<file path="src/rtl/decode_pkg.sv">
// Constants and types for the emulated instruction decoder
// How it works
// - 0,8,3,upper: sum to extension and third
// - 0,8,2,upper: sum accumulator plus third operand
// - 0,8,E,upper: complemented product with third operand
// - 0,8,F,lower: complemented product with extension
// - 0,8,6,upper: exclusive OR with third operand
// - 0,8,7,upper: exclusive OR with extension+third
// - Compare: unequal shorter, equal longer time
// - Decrement loop 2.22 us, plus 0.62 variant
// - Inter-register time depends on destination set
package decode_pkg;
  localparam int CLK_PERIOD_NS = 10;
  localparam int INSTR_W = 16;
  localparam int PRIMARY_MSB = 15;
  localparam int PRIMARY_LSB = 12;
  localparam int SECONDARY_MSB = 11;
  localparam int SECONDARY_LSB = 8;
  localparam int TERTIARY_MSB = 7;
  localparam int TERTIARY_LSB = 4;
  localparam int DEST_MSB = 3;
  localparam int DEST_LSB = 0;
  localparam logic [3:0] GROUP_REGISTER = 4'h0;
  localparam logic [3:0] SEC_SKIP = 4'h1;
  localparam logic [3:0] SEC_INTER_REG = 4'h8;
  localparam logic [3:0] SEC_ENH_STORAGE = 4'h4;
  localparam logic [3:0] SEC_DEC_LOOP = 4'h6;
  localparam logic [3:0] SEC_FIELD = 4'h5;
  localparam logic [3:0] SEC_MISC = 4'hB;
  localparam logic [3:0] SEC_SHIFT = 4'hF;
  localparam logic [3:0] ENH_COMPARE_EQ = 4'hE;
  localparam logic [3:0] TER_SUM_BOTH = 4'h3;
  localparam logic [3:0] TER_SUM_THIRD = 4'h2;
  localparam logic [3:0] TER_CPROD_THIRD = 4'hE;
  localparam logic [3:0] TER_CPROD_EXT = 4'hF;
  localparam logic [3:0] TER_XOR_THIRD = 4'h6;
  localparam logic [3:0] TER_XOR_BOTH = 4'h7;
  // Times in nanoseconds
  localparam int T_CMP_UNEQUAL_NS = 5230;
  localparam int T_CMP_EQUAL_NS = 5460;
  localparam int T_DEC_LOOP_NS = 2220;
  localparam int T_DEC_LOOP_EXTRA_NS = 620;
  localparam int T_IR_FAST_NS = 1180;
  localparam int T_IR_MID_NS = 1340;
  localparam int T_IR_SLOW_NS = 1510;
  localparam int T_SUM_NS_0 = 1740;
  localparam int T_SUM_NS_1 = 1910;
  localparam int T_SUM_NS_2 = 2080;
  localparam int T_SUM_NS_3 = 2250;
  localparam int T_LOG_NS_0 = 1630;
  localparam int T_LOG_NS_1 = 1800;
  localparam int T_LOG_NS_2 = 1960;
  localparam int T_LOG_NS_3 = 2130;
  localparam int CYC_W = 10;
  // Execution figures are nominal, so round down to whole cycles
  function automatic logic [CYC_W-1:0] to_cycles(input int ns);
    int c;
    c = ns / CLK_PERIOD_NS;
    if (c < 1)
    begin
      c = 1;
    end
    return CYC_W'(c);
  endfunction : to_cycles
  typedef enum logic [4:0] {
    OP_NOP, OP_STORAGE, OP_SKIP, OP_SHIFT, OP_INTER_OTHER, OP_SUM_BOTH,
    OP_SUM_THIRD, OP_CPROD_THIRD, OP_CPROD_EXT, OP_XOR_THIRD, OP_XOR_BOTH,
    OP_COMPARE_EQ, OP_ENH_STORAGE, OP_DEC_LOOP, OP_FIELD, OP_MISC, OP_REG_OTHER
  } op_t;
  typedef struct packed {
    logic dest_a;
    logic dest_q;
    logic dest_m;
  } dest_t;
  typedef struct packed {
    op_t op;
    logic [3:0] primary;
    logic [3:0] secondary;
    logic [3:0] tertiary;
    dest_t dest;
    logic [7:0] operand;
  } decode_t;
endpackage : decode_pkg

</file>
<file path="src/rtl/exec_time.sv">
// Execution time lookup for a decoded operation
`timescale 1ns/100ps
`default_nettype none
module exec_time
  import decode_pkg::*;
(
  input wire op_t op,
  input wire dest_t dest,
  input wire logic operands_equal,
  input wire logic loop_variant,
  output logic [CYC_W-1:0] cycles
);
  logic [1:0] dest_class;
  always_comb
  begin
    // A or Q alone fastest, M involved slower, A+Q third, all three slowest
    if (dest.dest_a && dest.dest_q && dest.dest_m)
      dest_class = 2'd3;
    else if (dest.dest_a && dest.dest_q)
      dest_class = 2'd2;
    else if (dest.dest_m)
      dest_class = 2'd1;
    else
      dest_class = 2'd0;
  end
  always_comb
  begin
    unique case (op)
      OP_COMPARE_EQ:
        cycles = operands_equal ? to_cycles(T_CMP_EQUAL_NS)
                                : to_cycles(T_CMP_UNEQUAL_NS);
      OP_DEC_LOOP:
        cycles = loop_variant ? to_cycles(T_DEC_LOOP_NS + T_DEC_LOOP_EXTRA_NS)
                              : to_cycles(T_DEC_LOOP_NS);
      OP_SUM_BOTH, OP_SUM_THIRD:
        unique case (dest_class)
          2'd0: cycles = to_cycles(T_SUM_NS_0);
          2'd1: cycles = to_cycles(T_SUM_NS_1);
          2'd2: cycles = to_cycles(T_SUM_NS_2);
          default: cycles = to_cycles(T_SUM_NS_3);
        endcase
      OP_CPROD_THIRD, OP_XOR_THIRD, OP_XOR_BOTH:
        unique case (dest_class)
          2'd0: cycles = to_cycles(T_LOG_NS_0);
          2'd1: cycles = to_cycles(T_LOG_NS_1);
          2'd2: cycles = to_cycles(T_LOG_NS_2);
          default: cycles = to_cycles(T_LOG_NS_3);
        endcase
      OP_CPROD_EXT, OP_INTER_OTHER:
        unique case (dest_class)
          2'd0: cycles = to_cycles(T_IR_FAST_NS);
          2'd3: cycles = to_cycles(T_IR_SLOW_NS);
          default: cycles = to_cycles(T_IR_MID_NS);
        endcase
      default:
        cycles = to_cycles(T_IR_FAST_NS);
    endcase
  end
endmodule : exec_time
`default_nettype wire

</file>
<file path="src/rtl/instr_decode.sv">
// Top-level macro instruction decoder with registered outputs
`timescale 1ns/100ps
`default_nettype none
module instr_decode
  import decode_pkg::*;
(
  input wire logic sys_clk,
  input wire logic rst_b,
  input wire logic clk_en,
  input wire logic instr_valid,
  input wire logic [INSTR_W-1:0] instr,
  input wire logic operands_equal,
  input wire logic loop_variant,
  output logic decode_valid,
  output decode_t decoded,
  output logic [CYC_W-1:0] exec_cycles
);
  logic [3:0] pri;
  logic [3:0] sec;
  logic [3:0] ter;
  logic [3:0] low;
  logic upper_half;
  op_t next_op;
  dest_t next_dest;
  logic [CYC_W-1:0] next_cycles;
  assign pri = instr[PRIMARY_MSB:PRIMARY_LSB];
  assign sec = instr[SECONDARY_MSB:SECONDARY_LSB];
  assign ter = instr[TERTIARY_MSB:TERTIARY_LSB];
  assign low = instr[DEST_MSB:DEST_LSB];
  assign upper_half = low[3];
  // Inter-register destination bits: bit 2 A, bit 1 Q, bit 0 M
  assign next_dest = '{dest_a: low[2], dest_q: low[1], dest_m: low[0]};
  always_comb
  begin
    next_op = OP_NOP;
    if (pri != GROUP_REGISTER)
      next_op = OP_STORAGE;
    else
    begin
      unique case (sec)
        SEC_SKIP: next_op = OP_SKIP;
        SEC_SHIFT: next_op = OP_SHIFT;
        SEC_FIELD: next_op = OP_FIELD;
        SEC_MISC: next_op = OP_MISC;
        SEC_DEC_LOOP: next_op = OP_DEC_LOOP;
        SEC_ENH_STORAGE:
          next_op = (ter == ENH_COMPARE_EQ) ? OP_COMPARE_EQ : OP_ENH_STORAGE;
        SEC_INTER_REG:
        begin
          next_op = OP_INTER_OTHER;
          if (ter == TER_SUM_BOTH && upper_half)
            next_op = OP_SUM_BOTH;
          else if (ter == TER_SUM_THIRD && upper_half)
            next_op = OP_SUM_THIRD;
          else if (ter == TER_CPROD_THIRD && upper_half)
            next_op = OP_CPROD_THIRD;
          else if (ter == TER_CPROD_EXT && !upper_half)
            next_op = OP_CPROD_EXT;
          else if (ter == TER_XOR_THIRD && upper_half)
            next_op = OP_XOR_THIRD;
          else if (ter == TER_XOR_BOTH && upper_half)
            next_op = OP_XOR_BOTH;
        end
        default: next_op = OP_REG_OTHER;
      endcase
    end
  end
  exec_time u_exec_time (
    .op(next_op),
    .dest(next_dest),
    .operands_equal(operands_equal),
    .loop_variant(loop_variant),
    .cycles(next_cycles)
  );
  always_ff @(posedge sys_clk)
  begin
    if (!rst_b)
      decode_valid <= 1'b0;
    else if (clk_en)
      decode_valid <= instr_valid;
  end
  // Outputs hold the last decode so the sequencer can sample late
  always_ff @(posedge sys_clk)
  begin
    if (!rst_b)
    begin
      decoded <= '{op: OP_NOP, primary: 4'h0, secondary: 4'h0, tertiary: 4'h0,
                   dest: '0, operand: 8'h00};
      exec_cycles <= '0;
    end
    else if (clk_en && instr_valid)
    begin
      decoded <= '{op: next_op, primary: pri, secondary: sec, tertiary: ter,
                   dest: next_dest, operand: instr[7:0]};
      exec_cycles <= next_cycles;
    end
  end
endmodule : instr_decode
`default_nettype wire

</file>
<file path="config.mk">
export PLATFORM = sky130hd
export DESIGN_NAME = instr_decode
export DESIGN_NICKNAME = d
export VERILOG_FILES = /design/src/rtl/decode_pkg.sv /design/src/rtl/exec_time.sv /design/src/rtl/instr_decode.sv
export SDC_FILE = /design/constraint.sdc
export NUM_CORES = 1
export LEC_CHECK = 0
export ABC_CLOCK_PERIOD_IN_PS = 2700
export BUFFER_PORTS_ARGS = -buffer_cell sky130_fd_sc_hd__buf_4
export CORE_ASPECT_RATIO = 1.5
export CORE_UTILIZATION = 46
export CTS_CLUSTER_SIZE = 28
export DETAILED_ROUTE_END_ITERATION = 12
export PLACE_DENSITY_LB_ADDON = 0.2
export SLEW_MARGIN = 30
export SYNTH_ARGS = -nofsm -noshare
export SYNTH_HDL_FRONTEND = slang
export SYNTH_SLANG_ARGS = --single-unit
</file>
<file path="constraint.sdc">
create_clock -name sys_clk -period 2.7 [get_ports sys_clk]
set_input_delay 0.675 -clock sys_clk [delete_from_list [all_inputs] [get_ports sys_clk]]
set_output_delay 0.675 -clock sys_clk [all_outputs]
set_load 0.05 [all_outputs]
</file>
### After elaboration in Yosys (flattened, before gate mapping)

Cells that the tools add are included.

| storage, ports and cells | value |
|---|---|
| bits in registers | 39 |
| bits of input ports | 22 |
| output and inout port bits | 39 |
| logic and storage cells | 68 |

| operators by class | value |
|---|---|
| eq/ne operators | 25 |
| multiplexer cells | 18 |
| reduce and logical (&&, ||, !) cells | 15 |

Operators with widths:

| operator | count |
|---|---|
| one-hot mux 10 bit (5 select lines) | 1 |
| one-hot mux 7 bit (3 select lines) | 2 |
| one-hot mux 5 bit (7 select lines) | 1 |
| equality test 5 x 4 -> 1 bit, second input constant | 5 |
| two-way mux 4 bit | 6 |
| equality test 4 x 3 -> 1 bit, second input constant | 5 |
| equality test 4 bit, second input constant | 5 |
| equality test 5 x 3 -> 1 bit, second input constant | 4 |
| one-hot mux 8 bit (2 select lines) | 1 |
| logical AND 1 bit | 9 |
| two-way mux 9 bit | 1 |
| equality test 4 x 2 -> 1 bit, second input constant | 2 |
| two-way mux 6 bit | 1 |
| two-way mux 5 bit | 1 |
| equality test 2 bit, second input constant | 2 |
| equality test 4 x 1 -> 1 bit, second input constant | 1 |
| two-way mux 2 bit | 2 |
| nonzero test 4 bit | 1 |
| OR reduction 2 bit | 2 |
| two-way mux 3 bit | 1 |
| OR reduction 3 bit | 1 |
| equality test 2 x 1 -> 1 bit, second input constant | 1 |
| zero test 2 bit | 1 |
| zero test 1 bit | 1 |
| two-way mux 1 bit | 1 |

### Longest topological paths before layout

Gate-level depths: netlist of run 1.

| logic depth | value |
|---|---|
| depth after elaboration | 13 |
| gate-level depth with buffers | 9 |
| gate-level depth less buffers | 7 |

### Cells and area by module

From an unflattened synthesis of run 1, not the netlist that was laid out.

| second synthesis, totals | value |
|---|---|
| cell total of the unflattened synthesis | 245 |
| area total of the unflattened synthesis | 1908.1 sq um |

Modules (own cells, without submodules):

| module | times used | cells an instance | area each (sq um) | sequential area each (sq um) |
|---|---|---|---|---|
| instr_decode | 1 | 181 | 1490.2 | 640.6 |
| exec_time | 1 | 64 | 417.9 | 0.0 |

### Least setup slack after synthesis of run 1

No wires, ideal clock.

| path | value |
|---|---|
| kind | input-to-reg |
| start point | in instr[13] |
| end point | reg exec_cycles[0] |
| arrival | 2367 ps |
| required time | 2614 ps |
| setup slack | 246 ps |
| stages | 7 |
| cell sequence | or4_1 -> buf_2 -> or2_1 -> or3_1 -> nor4_2 -> a211oi_1 -> a221oi_2 |

| between the ends | value |
|---|---|
| longest elaborated chain between the ends | 5 |
| elaborated cells between the ends (all ways) | 15 |

RTL lines:

| element | RTL line | source |
|---|---|---|
| start: declaration | instr_decode.sv:11 | `input wire logic [INSTR_W-1:0] instr,` |
| nonzero test 4 bit * | instr_decode.sv:36 | `if (pri != GROUP_REGISTER)` |
| two-way mux 5 bit * | instr_decode.sv:36 |  |
| equality test 5 x 3 -> 1 bit / equality test 5 x 4 -> 1 bit (equally long branches) | exec_time.sv:28 | `unique case (op)` |
| OR reduction 3 bit / OR reduction 2 bit (equally long branches) | exec_time.sv:28 |  |
| one-hot mux 10 bit (5 select lines) * | exec_time.sv:28 |  |
| end signal: assignment | instr_decode.sv:95 | `exec_cycles <= next_cycles;` |
| end: declaration | instr_decode.sv:16 | `output logic [CYC_W-1:0] exec_cycles` |

Every way passes the cells marked *; elsewhere a longest branch is shown, timed or not.
A chain may end at the register's enable or synchronous reset.

### Worst setup path after layout of run 1

| path | value |
|---|---|
| start point | in instr[13] |
| end point | reg exec_cycles[5] |

Same word-level chain as after synthesis.

==> results of run 1 <==
-- logic make-up (layout without fill, tap and decap cells) --
| logic type | count (synthesis) | in the layout | synth area share [%] |
|---|---|---|---|
| muxes | 2 | 2 | 1.06 |
| DFF | 32 | 32 | 33.8 |
| xor gates and xnor gates | 3 | 3 | 1.39 |
| buffers and inverters | 28 | 90 | 8.11 |
| AOI/OAI and AO/OA | 69 | 69 | 23.5 |
| and+or+nand+nor | 106 | 106 | 28.9 |
| adders and majority gates | 5 | 5 | 3.30 |
-- final timing paths --
| check | start | to | slack, ns |
|---|---|---|---|
| worst max-delay path | instr[13] | exec_cycles[5] | 0.28 |
| worst min-delay path | decoded[20] | decoded[20] | 0.45 |
| worst max register to register | exec_cycles[0] | exec_cycles[0] | 1.74 |
| worst min register to register | decoded[20] | decoded[20] | 0.45 |
-- stage by stage --
stage	util (%)	hold WS, ns	instance area (um2)	setup slack [ns]	total power, mW
floorplan	-	0.671	1900	0.246	0.694
finish	63.1	0.452	2500	0.276	1.23
detailed placement	60.4	0.445	2390	0.00146	0.785
CTS	63.1	0.456	2500	0.290	1.23
global route	63.1	0.469	2500	0.166	1.28
global placement	60.4	0.443	2390	0.0120	0.782
-- placed cells by master, fill, tap and decap left out, types with 3 or more instances in the layout --
cell,netlist,routed
a21oi_1,34,34
o21ai_0,10,10
nand3_1,10,10
or2_1,3,3
xnor2_1,3,3
ha_1,5,5
a31oi_1,3,3
nand2_1,47,47
inv_1,5,5
o31ai_1,3,3
a221oi_2,3,3
nor2b_1,5,5
a211oi_1,3,3
buf_4,7,76
nand2b_1,4,4
nor3_1,10,10
nor2_1,5,5
clkbuf_8,0,5
nor4_1,4,4
dfxtp_1,32,32
-- synthesized netlist by cell type (all sizes together) --
cell	instances
nand2	48
and4	1
ha	5
or2	4
a221oi	3
nand2b	5
o21bai	1
nor3b	1
nand3	10
a21oi	35
mux2i	2
nand4	1
o32ai	1
buf	15
a211oi	3
xnor2	3
nor2b	5
inv	5
o211ai	2
a21bo	1
o211a	2
a31oi	3
nor2	5
o2111ai	1
nor4bb	1
clkbuf	7
o21ai	12
and3	1
and2	2
nor3	10
a2111oi	1
nand3b	1
clkinv	1
nand4b	1
or3	3
or4	1
o31ai	4
dfxtp	32
nor4	6
-- power by group --
part	switching [mW]	internal, mW
Combinational	0.181	0.0926
Clock	0.179	0.274
Sequential	0.0100	0.490
Total	0.370	0.857
-- flip-flops by register name (all words and copies together) (netlist names) --
register / count
decoded: 21
exec_cycles: 10
decode_valid: 1
-- per-layer routing --
metal  vias to the layer above  wire, um  GRT usage (%)
li1                        984         -              -
met1                       925      1910           26.4
met2                        82      2730           43.9
met3                        18       274           5.68
met4                         0       193           13.8
met5                         -         0              0
-- final cells by class --
class,count,area (um2)
Fill cell,383,1460
Sequential cell,32,641
Inverter,6,22.5
Clock buffer,6,72.6
Timing Repair Buffer,76,571
Clock inverter,2,35.0
Tap cell,45,56.3
Multi-Input combinational cell,185,1100
-- tightest hold or removal path, delay by kind of cell (launching register included) --
kind | cells | cell delay (ns)
simple gates | 1 | 0.05
flops | 1 | 0.31
compound gates | 1 | 0.05
==> flow_summary_export.csv, run 1 <==
group,metric,value,unit
status,outcome,"complete, no violations",
worst_setup_path,cp_slowest_stage_delay,0.60,ns
yosys,synth_top_cell_area_share,33.8,%
clocking,clk_latency,0.28,ns
yosys,synth_nets,272,
worst_setup_path,worst_setup_path_start_kind,"primary input",
worst_setup_path,path_delay_family,"simple AND/OR/NAND/NOR gates",
yosys,synth-seq-cells,32,
timing,rsz0062_at_grt,"false",
clocking,path_clk_slew,0.06,ns
floorplan,die_x,54.4,um
drt,drt_wl_total,5.12,mm
power,ir_worst_vdd,0.000405,V
yosys,synth_area,1900,um2
clocking,cts.path.max_buffers,2,
worst_setup_path,path_buf_inv,1,
clocking,clock-root-buffer,"clkbuf_8",
global_route,grt_pass1_wl,8.01,mm
clocking,cts_tree,"yes",
clocking,cts_resized,0,
global_route,grt_max_degree,30,
yosys,yosysTopAreaCell,"dfxtp_1",
timing,setup-violations-final,0,
power,p_leak,1.03,nW
yosys,avgSynthCellArea,7.74,um2
timing,min_period_over_period,89.8,%
global_route,globalRoute.totalOverflow,0,
yosys,yosysSeqAreaShare,33.8,%
timing,worst_pin_slew,0.478,ns
clocking,cts_setup_buffers,0,
drt,wl_per_cell,14.5,um
drt,via_count,2009,
drt,drtPass1Iterations,5,
min_path,hold_path_depth,2,
yosys,synth_warnings,0,
worst_setup_path,crit_arrival,2.63,ns
drt,drt-initial-drc-count,45,
worst_setup_path,crit_cells,7,
floorplan,rows,28,
cells_and_area,final_nets,333,
floorplan,dieArea,4390,um2
clocking,cts_hold_buf,0,
yosys,syn_inst,245,
yosys,ys_top_cells_by_area,"dfxtp_1, nand2_1, a21oi_1, ha_1, buf_4",
timing,max_freq,412,MHz
cells_and_area,drive_above_1_share,31.9,%
worst_setup_path,r2r_cells,4,
flow_run,cap_violations,0,
timing,drv_slew,0,
worst_setup_path,end_kind,"flop",
placed_design,dpl.cell_count,344,
global_route,grt.total_usage,25.2,%
timing,finClkSkew,0,ns
placed_design,place_congestion,0.916,
timing,min_period,2.42,ns
worst_setup_path,cp_cell_sequence,"buf_4, or4_1, or2_1, or3_1, nor2_1, a21oi_1, a31oi_1",
clocking,clock_sinks,32,
floorplan,die_y,80.6,um
worst_setup_path,crit_required,2.90,ns
floorplan,ios,61,
drt,viasPerCell,5.71,
drt,antenna_left,0,
global_route,antenna_found_initial,0,
cells_and_area,antenna_cells,0,
worst_setup_path,cp_slowest_cell,"or4_1",
worst_setup_path,critPathMaxFanout,5,
drt,route.detailed.drc,0,
clocking,h-tree-depth,2,
timing,relSlewSlack,68.0,%
global_route,grt_pass1_vias,1798,
floorplan,initial_core_util,47.9,%
min_path,hp-class,"flop to flop",
cells_and_area,fin_cells,352,
cells_and_area,area_growth_syn_to_layout,31.8,%
placed_design,place_hpwl,3.94,mm
timing,hold_violations,0,
floorplan,core_area,3960,um2
worst_setup_path,crit_type,"primary input to flop",
power,power_density,491,nW/um2
yosys,ys_types,50,
clocking,cts_inserted_buffers,5,
timing,tns,0,ns
placed_design,port_buffers,60,
Note: power is estimated with default switching activity, not from simulation.
==> inputs of run 2 (changes only) <==
Settings changed: CTS_BUF_LIST set to sky130_fd_sc_hd__clkbuf_4.
==> flow_summary_export.csv, run 2 (synthesis results as in run 1) <==
group,metric,value,unit
power,p_leak,1.02,nW
timing,min_period,2.38,ns
cells_and_area,final_nets,333,
cells_and_area,antenna_cells,0,
drt,drt_wl_total,5.11,mm
placed_design,port_buffers,60,
floorplan,dieArea,4390,um2
floorplan,initial_core_util,47.9,%
min_path,hp-class,"flop to flop",
cells_and_area,drive_above_1_share,32.2,%
clocking,cts_inserted_buffers,5,
cells_and_area,largest_register,"decoded",
clocking,clk_latency,0.32,ns
floorplan,core_area,3960,um2
clocking,cts_hold_buf,0,
worst_setup_path,critPathMaxFanout,5,
cells_and_area,final_cell_mix,"buf_4, nand2_1, a21oi_1",
worst_setup_path,crit_required,2.94,ns
cells_and_area,stdcell_area,2470,um2
global_route,globalRoute.totalOverflow,0,
global_route,grt_max_degree,30,
cells_and_area,reg_top3,"decoded x21, exec_cycles x10, decode_valid x1",
worst_setup_path,crit_arrival,2.61,ns
drt,drt-initial-drc-count,34,
timing,setup-violations-final,0,
power,power_density,464,nW/um2
floorplan,ios,61,
worst_setup_path,r2r_cells,4,
clocking,clock_sinks,32,
cells_and_area,largest_reg_flops,21,
worst_setup_path,worst_setup_path_start_kind,"primary input",
global_route,grt_pass1_wl,7.89,mm
cells_and_area,final_util,62.5,%
power,ir_worst_vdd,0.000384,V
cells_and_area,multi_input_area,1100,um2
placed_design,place_hpwl,3.94,mm
drt,antenna_left,0,
cells_and_area,area_growth_syn_to_layout,30.3,%
floorplan,die_x,54.4,um
timing,finClkSkew,0,ns
timing,max_freq,421,MHz
clocking,cts_resized,0,
clocking,cts_setup_buffers,0,
drt,via_count,1980,
worst_setup_path,r2r_slack,1.75,ns
cells_and_area,layout_commonest_cell,"buf_4",
global_route,antenna_found_initial,0,
floorplan,die_y,80.6,um
clocking,cts.path.max_buffers,2,
timing,worst_pin_slew,0.478,ns
worst_setup_path,end_kind,"flop",
global_route,grt_pass1_vias,1775,
drt,viasPerCell,5.63,
drt,drtPass1Iterations,4,
clocking,path_clk_slew,0.10,ns
worst_setup_path,crit_type,"primary input to flop",
placed_design,place_congestion,0.916,
global_route,grt.total_usage,24.9,%
floorplan,rows,28,
timing,hold_violations,0,
timing,drv_slew,0,
timing,relSlewSlack,67.9,%
timing,tns,0,ns
cells_and_area,fillCellCount,385,
timing,rsz0062_at_grt,"false",
drt,route.detailed.drc,0,
clocking,cts_tree,"yes",
min_path,hold_path_depth,2,
clocking,h-tree-depth,2,
drt,wl_per_cell,14.5,um
status,outcome,"complete, no violations",
cells_and_area,regArea,641,um2
placed_design,dp_slack,0.00146,ns
clocking,clock-root-buffer,"clkbuf_4",
flow_run,cap_violations,0,
placed_design,placed_cell_area,2390,um2
timing,min_period_over_period,88.0,%
timing,worst_slack,0.325,ns
run 2: cell types whose count changed in the layout (fill, tap and decap cells not counted):
cell	delta
clkbuf_1	-1
clkbuf_8	-5
clkbuf_4	+6
run 2: layout make-up:
class	instances	area share (%)
Multi-Input combinational cell	185	44.6
Sequential cell	32	25.9
Timing Repair Buffer	76	23.1
Tap cell	45	2.28
Clock buffer	6	1.82
Clock inverter	2	1.42
Inverter	6	0.911
run 2: per-stage QoR:
stage | instances | power (mW) | hold WS, ns
CTS | 352 | 1.15 | 0.461
finish | 352 | 1.15 | 0.456
global placement | 344 | 0.782 | 0.443
global route | 352 | 1.20 | 0.475
floorplan | 245 | 0.694 | 0.671
detailed placement | 344 | 0.785 | 0.445
run 2: critical path, stage by stage:
cell	delay (ns)
buf_4	0.12
or4_1	0.60
or3_1	0.47
a221oi_2	0.34
a21oi_1	0.11
a221oi_2	0.29
run 2: worst paths after layout:
check | start | to
worst min register to register | decoded[20] | decoded[20]
worst max register to register | exec_cycles[0] | exec_cycles[0]
worst max-delay path | instr[13] | exec_cycles[7]
worst min-delay path | decoded[20] | decoded[20]
run 2: power by group:
| part | leakage, nW | switching [mW] | internal [mW] |
|---|---|---|---|
| combinational | 0.713 | 0.181 | 0.0927 |
| sequential | 0.261 | 0.0101 | 0.490 |
| clock | 0.0456 | 0.169 | 0.204 |
| total | 1.02 | 0.360 | 0.787 |
run 2: per-layer routing:
| metal | routed length (um) | vias up | part of all wire [%] | track usage [%] |
|---|---|---|---|---|
| met5 | 0 | - | 0 | 0 |
| met4 | 186 | 0 | 3.6 | 13.6 |
| met3 | 221 | 14 | 4.3 | 5.11 |
| met2 | 2710 | 73 | 53 | 43.4 |
| met1 | 1990 | 904 | 39 | 26.4 |
| li1 | - | 989 | - | - |
